==> config.mk <==
export PLATFORM = sky130hd
export DESIGN_NAME = ciw_core
export DESIGN_NICKNAME = d
export VERILOG_FILES = /design/src/inc/ciw_pkg.sv /design/src/verilog/ciw_ext_detect.sv /design/src/verilog/ciw_flag_bank.sv /design/src/verilog/ciw_core.sv
export VERILOG_INCLUDE_DIRS = /design/src /design/src/inc
export SDC_FILE = /design/constraint.sdc
export NUM_CORES = 1
export LEC_CHECK = 0
export ABC_AREA = 0
export BUFFER_PORTS_ARGS = -buffer_cell sky130_fd_sc_hd__buf_2
export CORE_MARGIN = 2
export CORE_UTILIZATION = 45
export CTS_CLUSTER_DIAMETER = 100
export DETAILED_ROUTE_END_ITERATION = 8
export PLACE_DENSITY = 0.71
export SYNTH_ARGS = -nofsm -noshare
export SYNTH_HDL_FRONTEND = slang
export SYNTH_SLANG_ARGS = --single-unit
==> constraint.sdc <==
create_clock -name pclk -period 4.8 [get_ports pclk]
set_clock_uncertainty 0.1 [all_clocks]
set_input_delay 0.72 -clock pclk [delete_from_list [all_inputs] [get_ports pclk]]
set_output_delay 0.72 -clock pclk [all_outputs]
set_load 0.01 [all_outputs]
==> src/inc/ciw_regs.svh <==
/*
  register offsets, field positions, reset values, vectors and timing counts
  of the cpu interrupt and wait logic; assumes a 32-bit apb with byte addresses
*/
`ifndef CIW_REGS_SVH
`define CIW_REGS_SVH

// ----------------------------------------------------------------
// register byte offsets
// ----------------------------------------------------------------
`define CIW_OFF_CTRL 8'h00
`define CIW_OFF_EXTPOL 8'h04
`define CIW_OFF_PINEN 8'h08
`define CIW_OFF_STATUS 8'h0C
`define CIW_OFF_PFLAG 8'h10
`define CIW_OFF_PASSOC 8'h14
`define CIW_OFF_PEN 8'h18

// ----------------------------------------------------------------
// fields and reset values
// ----------------------------------------------------------------
`define CIW_CTRL_MASK_BIT 0
`define CIW_CC_MASK_BIT 3
`define CIW_POL_RESET 4'h0
`define CIW_PINEN_RESET 15'h0000
`define CIW_PEN_RESET 17'h00000

// ----------------------------------------------------------------
// vectors, stack frame, timing
// ----------------------------------------------------------------
`define CIW_VEC_RESET 16'hFFFE
`define CIW_VEC_TRAP 16'hFFFC
`define CIW_VEC_EXT0 16'hFFF6
`define CIW_VEC_EXT1 16'hFFF4
`define CIW_VEC_EXT2 16'hFFF2
`define CIW_VEC_EXT3 16'hFFF0
`define CIW_VEC_SYNC 16'hFFEC
`define CIW_VEC_TMRA 16'hFFEA
`define CIW_VEC_TMRB 16'hFFE8
`define CIW_VEC_ASYNC 16'hFFE6
`define CIW_FRAME_BYTES 3'h5
`define CIW_HALT_STAB_CYCLES 4096

`endif

==> src/inc/ciw_pkg.sv <==
/*
  types of the cpu interrupt and wait logic: sequencer states and the
  state records of the detector and flag bank; constants live in ciw_regs.svh
*/
package ciw_pkg;

  typedef enum logic [2:0] {
    CIW_RESET_VEC = 3'b000,
    CIW_RUN = 3'b001,
    CIW_PUSH = 3'b010,
    CIW_VECTOR = 3'b011,
    CIW_POP = 3'b100,
    CIW_WAIT = 3'b101,
    CIW_HALT = 3'b110,
    CIW_STAB = 3'b111
  } ciw_state_type;

  typedef struct packed {
    logic prev;
    logic latch;
    logic [1:0] pol;
    logic req;
  } ciw_det_type;

  typedef struct packed {
    logic [4:0] flags;
    logic [4:0] armed;
    logic req;
  } ciw_bank_type;

endpackage

==> src/verilog/ciw_ext_detect.sv <==
/*
  one external interrupt line: ands its enabled pins and detects edge or
  low level as the polarity field selects; assumes pins are synchronous
*/
`timescale 1ns/1ps
`default_nettype none

module ciw_ext_detect #(
  parameter int W = 4
) (
  input wire logic pclk,
  input wire logic presetn,
  input wire logic ce,
  input wire logic [W-1:0] pins,
  input wire logic [W-1:0] pin_en,
  input wire logic [1:0] pol,
  input wire logic ack,
  output logic req
);
  import ciw_pkg::*;

  ciw_det_type s_reg;
  ciw_det_type s_next;
  logic level;

  // ----------------------------------------------------------------
  // detector
  // ----------------------------------------------------------------
  always_comb
  begin
    level = &(pins | ~pin_en);
    s_next = s_reg;
    s_next.prev = level;
    s_next.pol = pol;
    if (ack)
    begin
      s_next.latch = 1'b0;
    end
    // polarity change drops the request
    if (pol != s_reg.pol)
    begin
      s_next.latch = 1'b0;
    end
    else if ((s_reg.prev && !level && pol != 2'b01) ||
             (!s_reg.prev && level && pol[0]))
    begin
      s_next.latch = 1'b1;
    end
    s_next.req = s_next.latch | (pol == 2'b00 && !level);
  end

  always_ff @(posedge pclk or negedge presetn)
  begin
    if (!presetn)
    begin
      s_reg <= '{prev: 1'b1, latch: 1'b0, pol: 2'b00, req: 1'b0};
    end
    else if (ce)
    begin
      s_reg <= s_next;
    end
  end

  assign req = s_reg.req;

endmodule // ciw_ext_detect

`default_nettype wire

==> src/verilog/ciw_flag_bank.sv <==
/*
  peripheral interrupt flags of one source: set by the peripheral, cleared
  by writing zero or by the status access then associated access sequence
*/
`timescale 1ns/1ps
`default_nettype none

module ciw_flag_bank #(
  parameter int N = 5
) (
  input wire logic pclk,
  input wire logic presetn,
  input wire logic ce,
  input wire logic [N-1:0] set,
  input wire logic [N-1:0] enable,
  input wire logic stat_rd,
  input wire logic stat_wr,
  input wire logic [N-1:0] wdata,
  input wire logic assoc,
  output logic [N-1:0] flags,
  output logic req
);
  import ciw_pkg::*;

  ciw_bank_type s_reg;
  ciw_bank_type s_next;
  logic [N-1:0] clr;

  // ----------------------------------------------------------------
  // flags
  // ----------------------------------------------------------------
  always_comb
  begin
    s_next = s_reg;
    clr = '0;
    if (stat_wr)
    begin
      clr = ~wdata;
    end
    if (assoc)
    begin
      clr = clr | s_reg.armed[N-1:0];
      s_next.armed = '0;
    end
    if (stat_rd)
    begin
      s_next.armed[N-1:0] = s_reg.flags[N-1:0];
    end
    // set wins over a clear in the same cycle
    s_next.flags[N-1:0] = (s_reg.flags[N-1:0] & ~clr) | set;
    s_next.req = |(s_next.flags[N-1:0] & enable);
  end

  always_ff @(posedge pclk or negedge presetn)
  begin
    if (!presetn)
    begin
      s_reg <= '0;
    end
    else if (ce)
    begin
      s_reg <= s_next;
    end
  end

  assign flags = s_reg.flags[N-1:0];
  assign req = s_reg.req;

endmodule // ciw_flag_bank

`default_nettype wire

==> src/verilog/ciw_core.sv <==
/*
  interrupt entry and return sequencing, mask bit, fixed priority vectors,
  external line detection, peripheral flags, wait and halt exit.
  assumes the cpu sequencer pulses instr_end at each instruction boundary,
  with trap_exec, ret_exec, wait_exec or halt_exec beside it, and follows
  stall, push, pop and pc_load; apb slave per amba apb.
*/
// Notes on behaviour
// - entry pushes context, masks, loads vector
// - mask set on entry blocks nesting
// - return pops context, restores mask bit
// - maskable requests wait while mask set
// - fixed priority, reset highest, serial lowest
// - trap always enters, ignores mask
// - line 0 and line 1 vectors
// - line 2 and line 3 vectors
// - only reset and external lines end halt
// - external vector needs event and clear mask
// - edge request latched, cleared on entry
// - shared pins anded before detector
// - low pin blocks even rising edge
// - peripheral needs enable and clear mask
// - clearing sequence discards pending request
// - wait stops cpu, clears mask
// - every source ends wait
// - entry takes five stack bytes
`timescale 1ns/1ps
`default_nettype none
`include "ciw_regs.svh"

module ciw_core #(
  parameter int STAB_CYCLES = `CIW_HALT_STAB_CYCLES
) (
  input wire logic pclk,
  input wire logic presetn,
  input wire logic pclk_en,
  input wire logic psel,
  input wire logic penable,
  input wire logic pwrite,
  input wire logic [7:0] paddr,
  input wire logic [31:0] pwdata,
  output logic [31:0] prdata,
  output logic pready,
  output logic pslverr,
  input wire logic instr_end,
  input wire logic trap_exec,
  input wire logic ret_exec,
  input wire logic wait_exec,
  input wire logic halt_exec,
  input wire logic [7:0] pop_data,
  input wire logic [3:0] ext_pins_line0,
  input wire logic [2:0] ext_pins_line1,
  input wire logic [3:0] ext_pins_line2,
  input wire logic [3:0] ext_pins_line3,
  input wire logic [16:0] per_flag_set,
  output logic cpu_stall,
  output logic stack_push,
  output logic stack_pop,
  output logic [2:0] stack_slot,
  output logic resume_next,
  output logic pc_load,
  output logic [15:0] vector_addr,
  output logic mask_bit,
  output logic in_wait,
  output logic in_halt
);
  import ciw_pkg::*;

  typedef struct packed {
    ciw_state_type state;
    logic mask;
    logic [15:0] stab;
    logic [15:0] vec;
    logic [3:0] ack_sel;
    logic from_wait;
    logic stall;
    logic push;
    logic pop;
    logic [2:0] slot;
    logic pc_load;
    logic in_wait;
    logic in_halt;
    logic [3:0] ext_ack;
    logic pready;
    logic pslverr;
    logic [31:0] prdata;
    logic [3:0] pol;
    logic [14:0] pin_en;
    logic [16:0] pen;
    logic stat_rd;
    logic stat_wr;
    logic assoc;
  } ciw_core_type;

  ciw_core_type s_reg;
  ciw_core_type s_next;
  logic [3:0] ext_req;
  logic [3:0] per_req;
  logic [16:0] flags;
  logic any_mask_req;
  logic [15:0] sel_vec;
  logic [3:0] sel_ack;
  logic apb_done;
  logic [15:0] stab_last;

  assign stab_last = 16'(STAB_CYCLES - 1);

  // ----------------------------------------------------------------
  // external lines
  // ----------------------------------------------------------------
  ciw_ext_detect #(.W(4)) u_ext_line_0 (
    .pclk(pclk),
    .presetn(presetn),
    .ce(pclk_en),
    .pins(ext_pins_line0),
    .pin_en(s_reg.pin_en[3:0]),
    .pol(s_reg.pol[1:0]),
    .ack(s_reg.ext_ack[0]),
    .req(ext_req[0])
  );

  ciw_ext_detect #(.W(3)) u_ext_line_1 (
    .pclk(pclk),
    .presetn(presetn),
    .ce(pclk_en),
    .pins(ext_pins_line1),
    .pin_en(s_reg.pin_en[6:4]),
    .pol(s_reg.pol[1:0]),
    .ack(s_reg.ext_ack[1]),
    .req(ext_req[1])
  );

  ciw_ext_detect #(.W(4)) u_ext_line_2 (
    .pclk(pclk),
    .presetn(presetn),
    .ce(pclk_en),
    .pins(ext_pins_line2),
    .pin_en(s_reg.pin_en[10:7]),
    .pol(s_reg.pol[3:2]),
    .ack(s_reg.ext_ack[2]),
    .req(ext_req[2])
  );

  ciw_ext_detect #(.W(4)) u_ext_line_3 (
    .pclk(pclk),
    .presetn(presetn),
    .ce(pclk_en),
    .pins(ext_pins_line3),
    .pin_en(s_reg.pin_en[14:11]),
    .pol(s_reg.pol[3:2]),
    .ack(s_reg.ext_ack[3]),
    .req(ext_req[3])
  );

  // ----------------------------------------------------------------
  // peripheral flags
  // ----------------------------------------------------------------
  ciw_flag_bank #(.N(2)) u_flags_sync (
    .pclk(pclk),
    .presetn(presetn),
    .ce(pclk_en),
    .set(per_flag_set[1:0]),
    .enable(s_reg.pen[1:0]),
    .stat_rd(s_reg.stat_rd),
    .stat_wr(s_reg.stat_wr),
    .wdata(pwdata[1:0]),
    .assoc(s_reg.assoc),
    .flags(flags[1:0]),
    .req(per_req[0])
  );

  ciw_flag_bank #(.N(5)) u_flags_tmra (
    .pclk(pclk),
    .presetn(presetn),
    .ce(pclk_en),
    .set(per_flag_set[6:2]),
    .enable(s_reg.pen[6:2]),
    .stat_rd(s_reg.stat_rd),
    .stat_wr(s_reg.stat_wr),
    .wdata(pwdata[6:2]),
    .assoc(s_reg.assoc),
    .flags(flags[6:2]),
    .req(per_req[1])
  );

  ciw_flag_bank #(.N(5)) u_flags_tmrb (
    .pclk(pclk),
    .presetn(presetn),
    .ce(pclk_en),
    .set(per_flag_set[11:7]),
    .enable(s_reg.pen[11:7]),
    .stat_rd(s_reg.stat_rd),
    .stat_wr(s_reg.stat_wr),
    .wdata(pwdata[11:7]),
    .assoc(s_reg.assoc),
    .flags(flags[11:7]),
    .req(per_req[2])
  );

  // five async serial events, one request
  ciw_flag_bank #(.N(5)) u_flags_async (
    .pclk(pclk),
    .presetn(presetn),
    .ce(pclk_en),
    .set(per_flag_set[16:12]),
    .enable(s_reg.pen[16:12]),
    .stat_rd(s_reg.stat_rd),
    .stat_wr(s_reg.stat_wr),
    .wdata(pwdata[16:12]),
    .assoc(s_reg.assoc),
    .flags(flags[16:12]),
    .req(per_req[3])
  );

  // ----------------------------------------------------------------
  // priority select
  // ----------------------------------------------------------------
  always_comb
  begin
    any_mask_req = |ext_req | |per_req;
    sel_ack = 4'h0;
    // fixed order, lowest is async serial
    if (ext_req[0])
    begin
      sel_vec = `CIW_VEC_EXT0;
      sel_ack = 4'h1;
    end
    else if (ext_req[1])
    begin
      sel_vec = `CIW_VEC_EXT1;
      sel_ack = 4'h2;
    end
    else if (ext_req[2])
    begin
      sel_vec = `CIW_VEC_EXT2;
      sel_ack = 4'h4;
    end
    else if (ext_req[3])
    begin
      sel_vec = `CIW_VEC_EXT3;
      sel_ack = 4'h8;
    end
    else if (per_req[0])
    begin
      sel_vec = `CIW_VEC_SYNC;
    end
    else if (per_req[1])
    begin
      sel_vec = `CIW_VEC_TMRA;
    end
    else if (per_req[2])
    begin
      sel_vec = `CIW_VEC_TMRB;
    end
    else
    begin
      sel_vec = `CIW_VEC_ASYNC;
    end
  end

  // ----------------------------------------------------------------
  // sequencer and register file
  // ----------------------------------------------------------------
  always_comb
  begin
    s_next = s_reg;
    s_next.pc_load = 1'b0;
    s_next.ext_ack = 4'h0;
    s_next.stat_rd = 1'b0;
    s_next.stat_wr = 1'b0;
    s_next.assoc = 1'b0;
    unique case (s_reg.state)
      CIW_RESET_VEC:
      begin
        // reset vector loads without a stack frame
        s_next.pc_load = 1'b1;
        s_next.vec = `CIW_VEC_RESET;
        s_next.state = CIW_VECTOR;
      end
      CIW_RUN:
      begin
        if (instr_end)
        begin
          if (trap_exec)
          begin
            s_next.vec = `CIW_VEC_TRAP;
            s_next.ack_sel = 4'h0;
            s_next.state = CIW_PUSH;
          end
          else if (ret_exec)
          begin
            s_next.state = CIW_POP;
            s_next.pop = 1'b1;
          end
          else if (wait_exec)
          begin
            s_next.state = CIW_WAIT;
            s_next.mask = 1'b0;
            s_next.in_wait = 1'b1;
          end
          else if (halt_exec)
          begin
            s_next.state = CIW_HALT;
            s_next.mask = 1'b0;
            s_next.in_halt = 1'b1;
          end
          // external needs event and clear mask
          else if (!s_reg.mask && any_mask_req)
          begin
            s_next.vec = sel_vec;
            s_next.ack_sel = sel_ack;
            s_next.state = CIW_PUSH;
          end
          s_next.stall = (s_next.state != CIW_RUN);
          s_next.push = (s_next.state == CIW_PUSH);
          s_next.slot = 3'h0;
          s_next.from_wait = 1'b0;
        end
      end
      CIW_PUSH:
      begin
        if (s_reg.slot == `CIW_FRAME_BYTES - 3'h1)
        begin
          // mask and vector after the frame
          s_next.push = 1'b0;
          s_next.mask = 1'b1;
          s_next.pc_load = 1'b1;
          s_next.ext_ack = s_reg.ack_sel;
          s_next.state = CIW_VECTOR;
        end
        else
        begin
          s_next.slot = s_reg.slot + 3'h1;
        end
      end
      CIW_VECTOR:
      begin
        s_next.stall = 1'b0;
        s_next.from_wait = 1'b0;
        s_next.state = CIW_RUN;
      end
      CIW_POP:
      begin
        // mask comes back from the saved cc
        if (s_reg.slot == 3'h0)
        begin
          s_next.mask = pop_data[`CIW_CC_MASK_BIT];
        end
        if (s_reg.slot == `CIW_FRAME_BYTES - 3'h1)
        begin
          s_next.pop = 1'b0;
          s_next.stall = 1'b0;
          s_next.state = CIW_RUN;
        end
        else
        begin
          s_next.slot = s_reg.slot + 3'h1;
        end
      end
      CIW_WAIT:
      begin
        // push the address past the wait
        if (any_mask_req)
        begin
          s_next.vec = sel_vec;
          s_next.ack_sel = sel_ack;
          s_next.from_wait = 1'b1;
          s_next.in_wait = 1'b0;
          s_next.push = 1'b1;
          s_next.slot = 3'h0;
          s_next.state = CIW_PUSH;
        end
      end
      CIW_HALT:
      begin
        if (|ext_req)
        begin
          s_next.stab = 16'h0000;
          s_next.state = CIW_STAB;
        end
      end
      CIW_STAB:
      begin
        // oscillator restart delay before servicing
        if (s_reg.stab == stab_last)
        begin
          s_next.in_halt = 1'b0;
          s_next.from_wait = 1'b1;
          s_next.vec = sel_vec;
          s_next.ack_sel = sel_ack;
          s_next.slot = 3'h0;
          s_next.push = any_mask_req;
          s_next.stall = any_mask_req;
          s_next.state = any_mask_req ? CIW_PUSH : CIW_RUN;
        end
        else
        begin
          s_next.stab = s_reg.stab + 16'h0001;
        end
      end
    endcase

    // apb: one wait state, register writes at the completing edge, flag arm and clear one edge later
    apb_done = psel && penable && s_reg.pready;
    s_next.pready = psel && penable && !s_reg.pready;
    if (psel && penable && !s_reg.pready)
    begin
      s_next.pslverr = 1'b0;
      s_next.prdata = 32'h0000_0000;
      unique case (paddr)
        `CIW_OFF_CTRL: s_next.prdata[`CIW_CTRL_MASK_BIT] = s_reg.mask;
        `CIW_OFF_EXTPOL: s_next.prdata[3:0] = s_reg.pol;
        `CIW_OFF_PINEN: s_next.prdata[14:0] = s_reg.pin_en;
        `CIW_OFF_STATUS: s_next.prdata = {s_reg.vec, 4'h0, per_req, ext_req, s_reg.mask,
                                          s_reg.state};
        `CIW_OFF_PFLAG: s_next.prdata[16:0] = flags;
        `CIW_OFF_PASSOC: s_next.prdata = 32'h0000_0000;
        `CIW_OFF_PEN: s_next.prdata[16:0] = s_reg.pen;
        default: s_next.pslverr = 1'b1;
      endcase
    end
    if (apb_done && !s_reg.pslverr)
    begin
      // status access arms, write zero clears
      s_next.stat_rd = (paddr == `CIW_OFF_PFLAG);
      s_next.stat_wr = pwrite && (paddr == `CIW_OFF_PFLAG);
      s_next.assoc = (paddr == `CIW_OFF_PASSOC);
      // the mask set by an entry wins over a write in the same cycle
      if (pwrite)
      begin
        unique case (paddr)
          `CIW_OFF_CTRL: s_next.mask = pwdata[`CIW_CTRL_MASK_BIT] | s_next.pc_load;
          `CIW_OFF_EXTPOL: s_next.pol = pwdata[3:0];
          `CIW_OFF_PINEN: s_next.pin_en = pwdata[14:0];
          `CIW_OFF_PEN: s_next.pen = pwdata[16:0];
          default: s_next.pol = s_next.pol;
        endcase
      end
    end
    if (!apb_done && !s_next.pready)
    begin
      s_next.pslverr = 1'b0;
    end
  end

  always_ff @(posedge pclk or negedge presetn)
  begin
    if (!presetn)
    begin
      s_reg <= '0;
      s_reg.state <= CIW_RESET_VEC;
      s_reg.mask <= 1'b1;
      s_reg.stall <= 1'b1;
      s_reg.pol <= `CIW_POL_RESET;
      s_reg.pin_en <= `CIW_PINEN_RESET;
      s_reg.pen <= `CIW_PEN_RESET;
    end
    else if (pclk_en)
    begin
      s_reg <= s_next;
    end
  end

  assign prdata = s_reg.prdata;
  assign pready = s_reg.pready;
  assign pslverr = s_reg.pslverr;
  assign cpu_stall = s_reg.stall;
  assign stack_push = s_reg.push;
  assign stack_pop = s_reg.pop;
  assign stack_slot = s_reg.slot;
  assign resume_next = s_reg.from_wait;
  assign pc_load = s_reg.pc_load;
  assign vector_addr = s_reg.vec;
  assign mask_bit = s_reg.mask;
  assign in_wait = s_reg.in_wait;
  assign in_halt = s_reg.in_halt;

endmodule // ciw_core

`default_nettype wire

# Yosys cells after proc, flatten, opt, wreduce, memory -nomap -nowiden
# Cells that the tools add are included.
# totals
ram_bits	0
out_inout_bits	61
mem_count	0
elab_cells	326
ff_bits	181
latch_bits	0
in_bits	91
mem_bits_ro	0
# op_classes
n_shift	0
order_cmp	0
n_reduce_logical	90
muxes	108
eq_ne	39
div	0
n_bitwise	38
multipliers	0
add_sub_neg	2
# op_table
operator	n
20-bit two-way mux	5
5-bit two-way mux	13
16-bit case mux with 4 select lines	1
16-bit two-way mux	3
4-bit two-way mux	12
11-bit case mux with 4 select lines	1
3-bit two-way mux	14
33-bit two-way mux	1
16-bit case mux with 2 select lines	1
1-bit two-way mux	31
5-bit bitwise AND	6
5-bit NOT	6
5-bit OR	6
2-bit inequality test, second input constant	14
4-bit AND reduction	7
1-bit logical AND	27
27-bit two-way mux	1
8-bit by 5-bit == test with 1-bit output, second input constant	3
3-bit case mux with 8 select lines	1
23-bit two-way mux	1
21-bit two-way mux	1
4-bit nonzero test	5
6-bit AND reduction	3
9-bit AND reduction	2
46 further kinds	112

# Longest topological paths before layout
# depth
ltp_word	15
mapped_depth	8
depth_no_buf	7

# Cells and area by module
# From an unflattened synthesis, not the netlist that was laid out.
# hier_totals
cells_unflattened	909
hier_area_um2	9228.9
# modules_own_cells
mod	seq_area_each_um2	n_inst	area_each_um2	cells_per_inst
ciw_core	2655.0	1	6032.0	594
ciw_flag_bank (u_flags_async ...)	275.3	3	568.0	57
ciw_ext_detect (u_ext_line_0 ...)	126.4	3	320.3	31
ciw_ext_detect (u_ext_line_1)	126.4	1	287.8	26
ciw_flag_bank (u_flags_sync)	125.1	1	244.0	25

# Worst setup path after synthesis
# Ideal clock, no wire load.
# synth_path
kind	input-to-reg
startpoint	input paddr[4]
endpoint	register s_reg[25] (netlist name)
cell_stages	7
setup_ns	0.125
path_slack_ns	2.411
required_ns	4.575
n_path_buf	3
t_arrival_ns	2.164
cell_sequence	buf_2 nor4_2 and3b_1 buf_2 nand2_1 buf_2 mux2_2
# synth_between
elab_chain_cells	2
# synth_lines
item	line_no	source
from (decl)	ciw_core.sv:40	input wire logic [7:0] paddr,
8-bit by 4-bit == test with 1-bit output	ciw_core.sv:431	unique case (paddr)
4-bit AND reduction (no source line)	n/a	
# Every way passes these cells.
# A chain may end at the register's enable or synchronous reset.

# Worst setup path in the final report
# layout_path
startpoint	input paddr[5]
endpoint	register s_reg[4] in the netlist's numbering
# layout_between
elab_chain_cells	2
# layout_lines
item	line_no	source
8-bit by 5-bit == test with 1-bit output	ciw_core.sv:431	
4-bit AND reduction (no source line)	n/a	
to (signal assigned)	ciw_core.sv:460	s_reg <= s_next;
to (decl)	ciw_core.sv:95	ciw_core_type s_reg;
# Every way passes these cells.

==> metrics.csv <==
metric,value,unit
avgRoutedWirePerCell,18.6,microns
syn_avg_cell_area,10.1,sq um
synthArstFlopShare,1.00,
ctsHtreeMaxLevel,4,
crit_path_start,paddr[5],
dp_hpwl,14.9,mm
slew_viol_final,0,
grt_max_degree,100,
coreArea,18100,sq um
ctsHoldBuffers,0,
synth_edf_count,0,
largest_reg_flops,66,
grt_overflow,0,
drive_gt1_frac,0.281,
setup.worst_path.class,in -> reg,
wl,21.2,mm
reg2reg_from,s_reg[124]$_DFFE_PN0P_,
cpPeakStageDelay,0.85,ns
yosys_most_used_dff,dfrtp_1,
rsz0062_at_grt,no,
crit_required,5.01,ns
cap_violations,0,
ctsRootBufferMaster,clkbuf_16,
period_share,0.635,
fp.dieH,141,microns
route.detailed.drc,0,
diodes,0,
mostFrequentLayoutCell,dfrtp_1,
syn-num-nets,928,
arrival,3.26,ns
hold_viol_final,0,
status,completed,
grt_use_total,0.219,
rows,49,
synth_top_area_cell,dfrtp_1,
final_antenna_net_count,0,
post-cts-setup-buffers,0,
clock_latency,0.43,ns
drt_iter0_drc,476,
cp-start-kind,primary input,
finalCriticalPeriod,3.05,ns
crit_chain,"buf_2, nor3_1, and4b_1, nand2_2, mux2_2",
hold_ws,0.284,ns
fin_tns_setup,0,ns
antenna_found_initial,0,
io_pins,152,
cts_tree,yes,
synth_cell_types,73,
worst_pin_slew,1.18,ns
grt_pass1_wl,34.1,mm
vias_per_cell,5.83,
cts_sinks,160,
most-common-layout-cells,"154 x dfrtp_1, 127 x buf_2, 62 x nand2_1, 57 x mux2_2",
ys_seq_area_frac,0.478,
vias,6630,
multi_input_area,3700,sq um
ys_warn_count,0,
relSlewSlack,0.194,
cp-end-kind,flop,
power_leakage,4.28,nW
first_pass_iters,5,
cp_slowest_cell,and4b_1,
power_density,395,nW/um^2
area_delta_synth_final,12.3,%
io_buffer_count,128,
die_w,141,microns
synthCells,834,
grt_pass1_vias,6346,
fill_cells,1657,
max_freq,0.328,GHz
cts.path.max_buffers,2,
synth_seq_cells,160,
max-vdd-ir-drop,0.284,mV
path_max_fanout,18,
dieArea,19800,sq um
hold_class,in -> async,
fin_nets,989,
total_power,0.00373,W
clk_pin_slew,0.06,ns
ys_top_cells_by_area,"dfrtp_1 46%, mux2_2 7.6%, buf_4 4.6%",
synth_top_area_share,0.459,
gp_congestion,0.887,
finalSetupViolCount,0,
regArea,4010,sq um
tritoncts.num_buffers,17,
syn_area,8400,sq um
cts_resized,0,
initial_utilization,0.463,
critical path: cells and delay by family:
kind	cells	cell delay, ns
buffers and inverters	1	0.11
multiplexers	1	0.42
AND/OR/NAND/NOR	3	1.99
per-layer routing:
layer  part of all wire  wire, microns  vias to the layer above  track usage
li1                   -              -                     3105            -
met1               0.46           9700                     3280        0.312
met2               0.47           9910                      215        0.341
met3              0.058           1230                       30       0.0486
met4              0.016            335                        0       0.0600
met5                  0              0                        -            0
synth_stat cells (all sizes together), types with 6 or more instances:
library cell  instances
nand4                 9
o21ai                43
clkbuf               28
nor2b                25
dfrtp               154
and4                  6
and3                  8
nand3                21
xnor2                 7
nor3                 10
a22o                 26
a221oi                6
o22ai                 6
a31o                  6
buf                  68
dfstp                 6
nand3b                8
inv                  31
a21boi               11
nand2                63
mux2                 58
o31ai                 8
a31oi                14
a222oi               13
nand2b               15
nor2                 54
a21oi                54
nor4                  9
cell families (layout without fill, tap and decap cells):
family	after synthesis	count (layout)	synth area share
simple gates	251	251	0.162
buf+inv	127	201	0.0819
other cells	1	1	0.000446
xor+xnor	9	9	0.00938
flops	160	160	0.478
fa+ha+maj	3	3	0.00447
mux	62	62	0.0830
compound gates	221	221	0.181
final timing paths:
check                                                          to  slack, ns  depth (start not counted)
worst min-delay path                       s_reg[119]$_DFFE_PN0P_       0.28                          1
min in group pclk                          prdata[19]$_DFFE_PN0P_       0.37                          2
worst min register to register             prdata[19]$_DFFE_PN0P_       0.37                          2
worst max-delay path                         s_reg[4]$_DFFE_PN0P_       1.75                          5
worst max register to register         vector_addr[4]$_DFFE_PN0P_       2.01                          5
max in group asynchronous       u_ext_line_1.s_reg[4]$_DFFE_PN1P_       3.27                          2
stage by stage:
step / util / area (sq um) / setup WS [ns] / std cells
floorplan: - / 8400 / 2.41 / 834
global placement: 0.487 / 8840 / 1.41 / 1105
detailed placement: 0.487 / 8840 / 1.40 / 1105
CTS: 0.520 / 9440 / 1.85 / 1137
global route: 0.520 / 9440 / 1.68 / 1137
finish: 0.520 / 9440 / 1.75 / 1137
area by class of cell:
type                       instances  area share
sequential                       160       0.425
clock buffer                      18      0.0455
timing repair buffer             138      0.0765
multi-input combinational        547       0.393
tap                              229      0.0304
clock inverter                    14      0.0176
inverter                          31      0.0123
report_power, final:
part           switching (W)  leakage, nW  internal [W]
logic               0.000409         1.97      0.000307
clock network       0.000545        0.270      0.000815
registers           0.000171         2.04       0.00148
total                0.00113         4.28       0.00260
No activity file was read; power rests on OpenSTA's default activity.
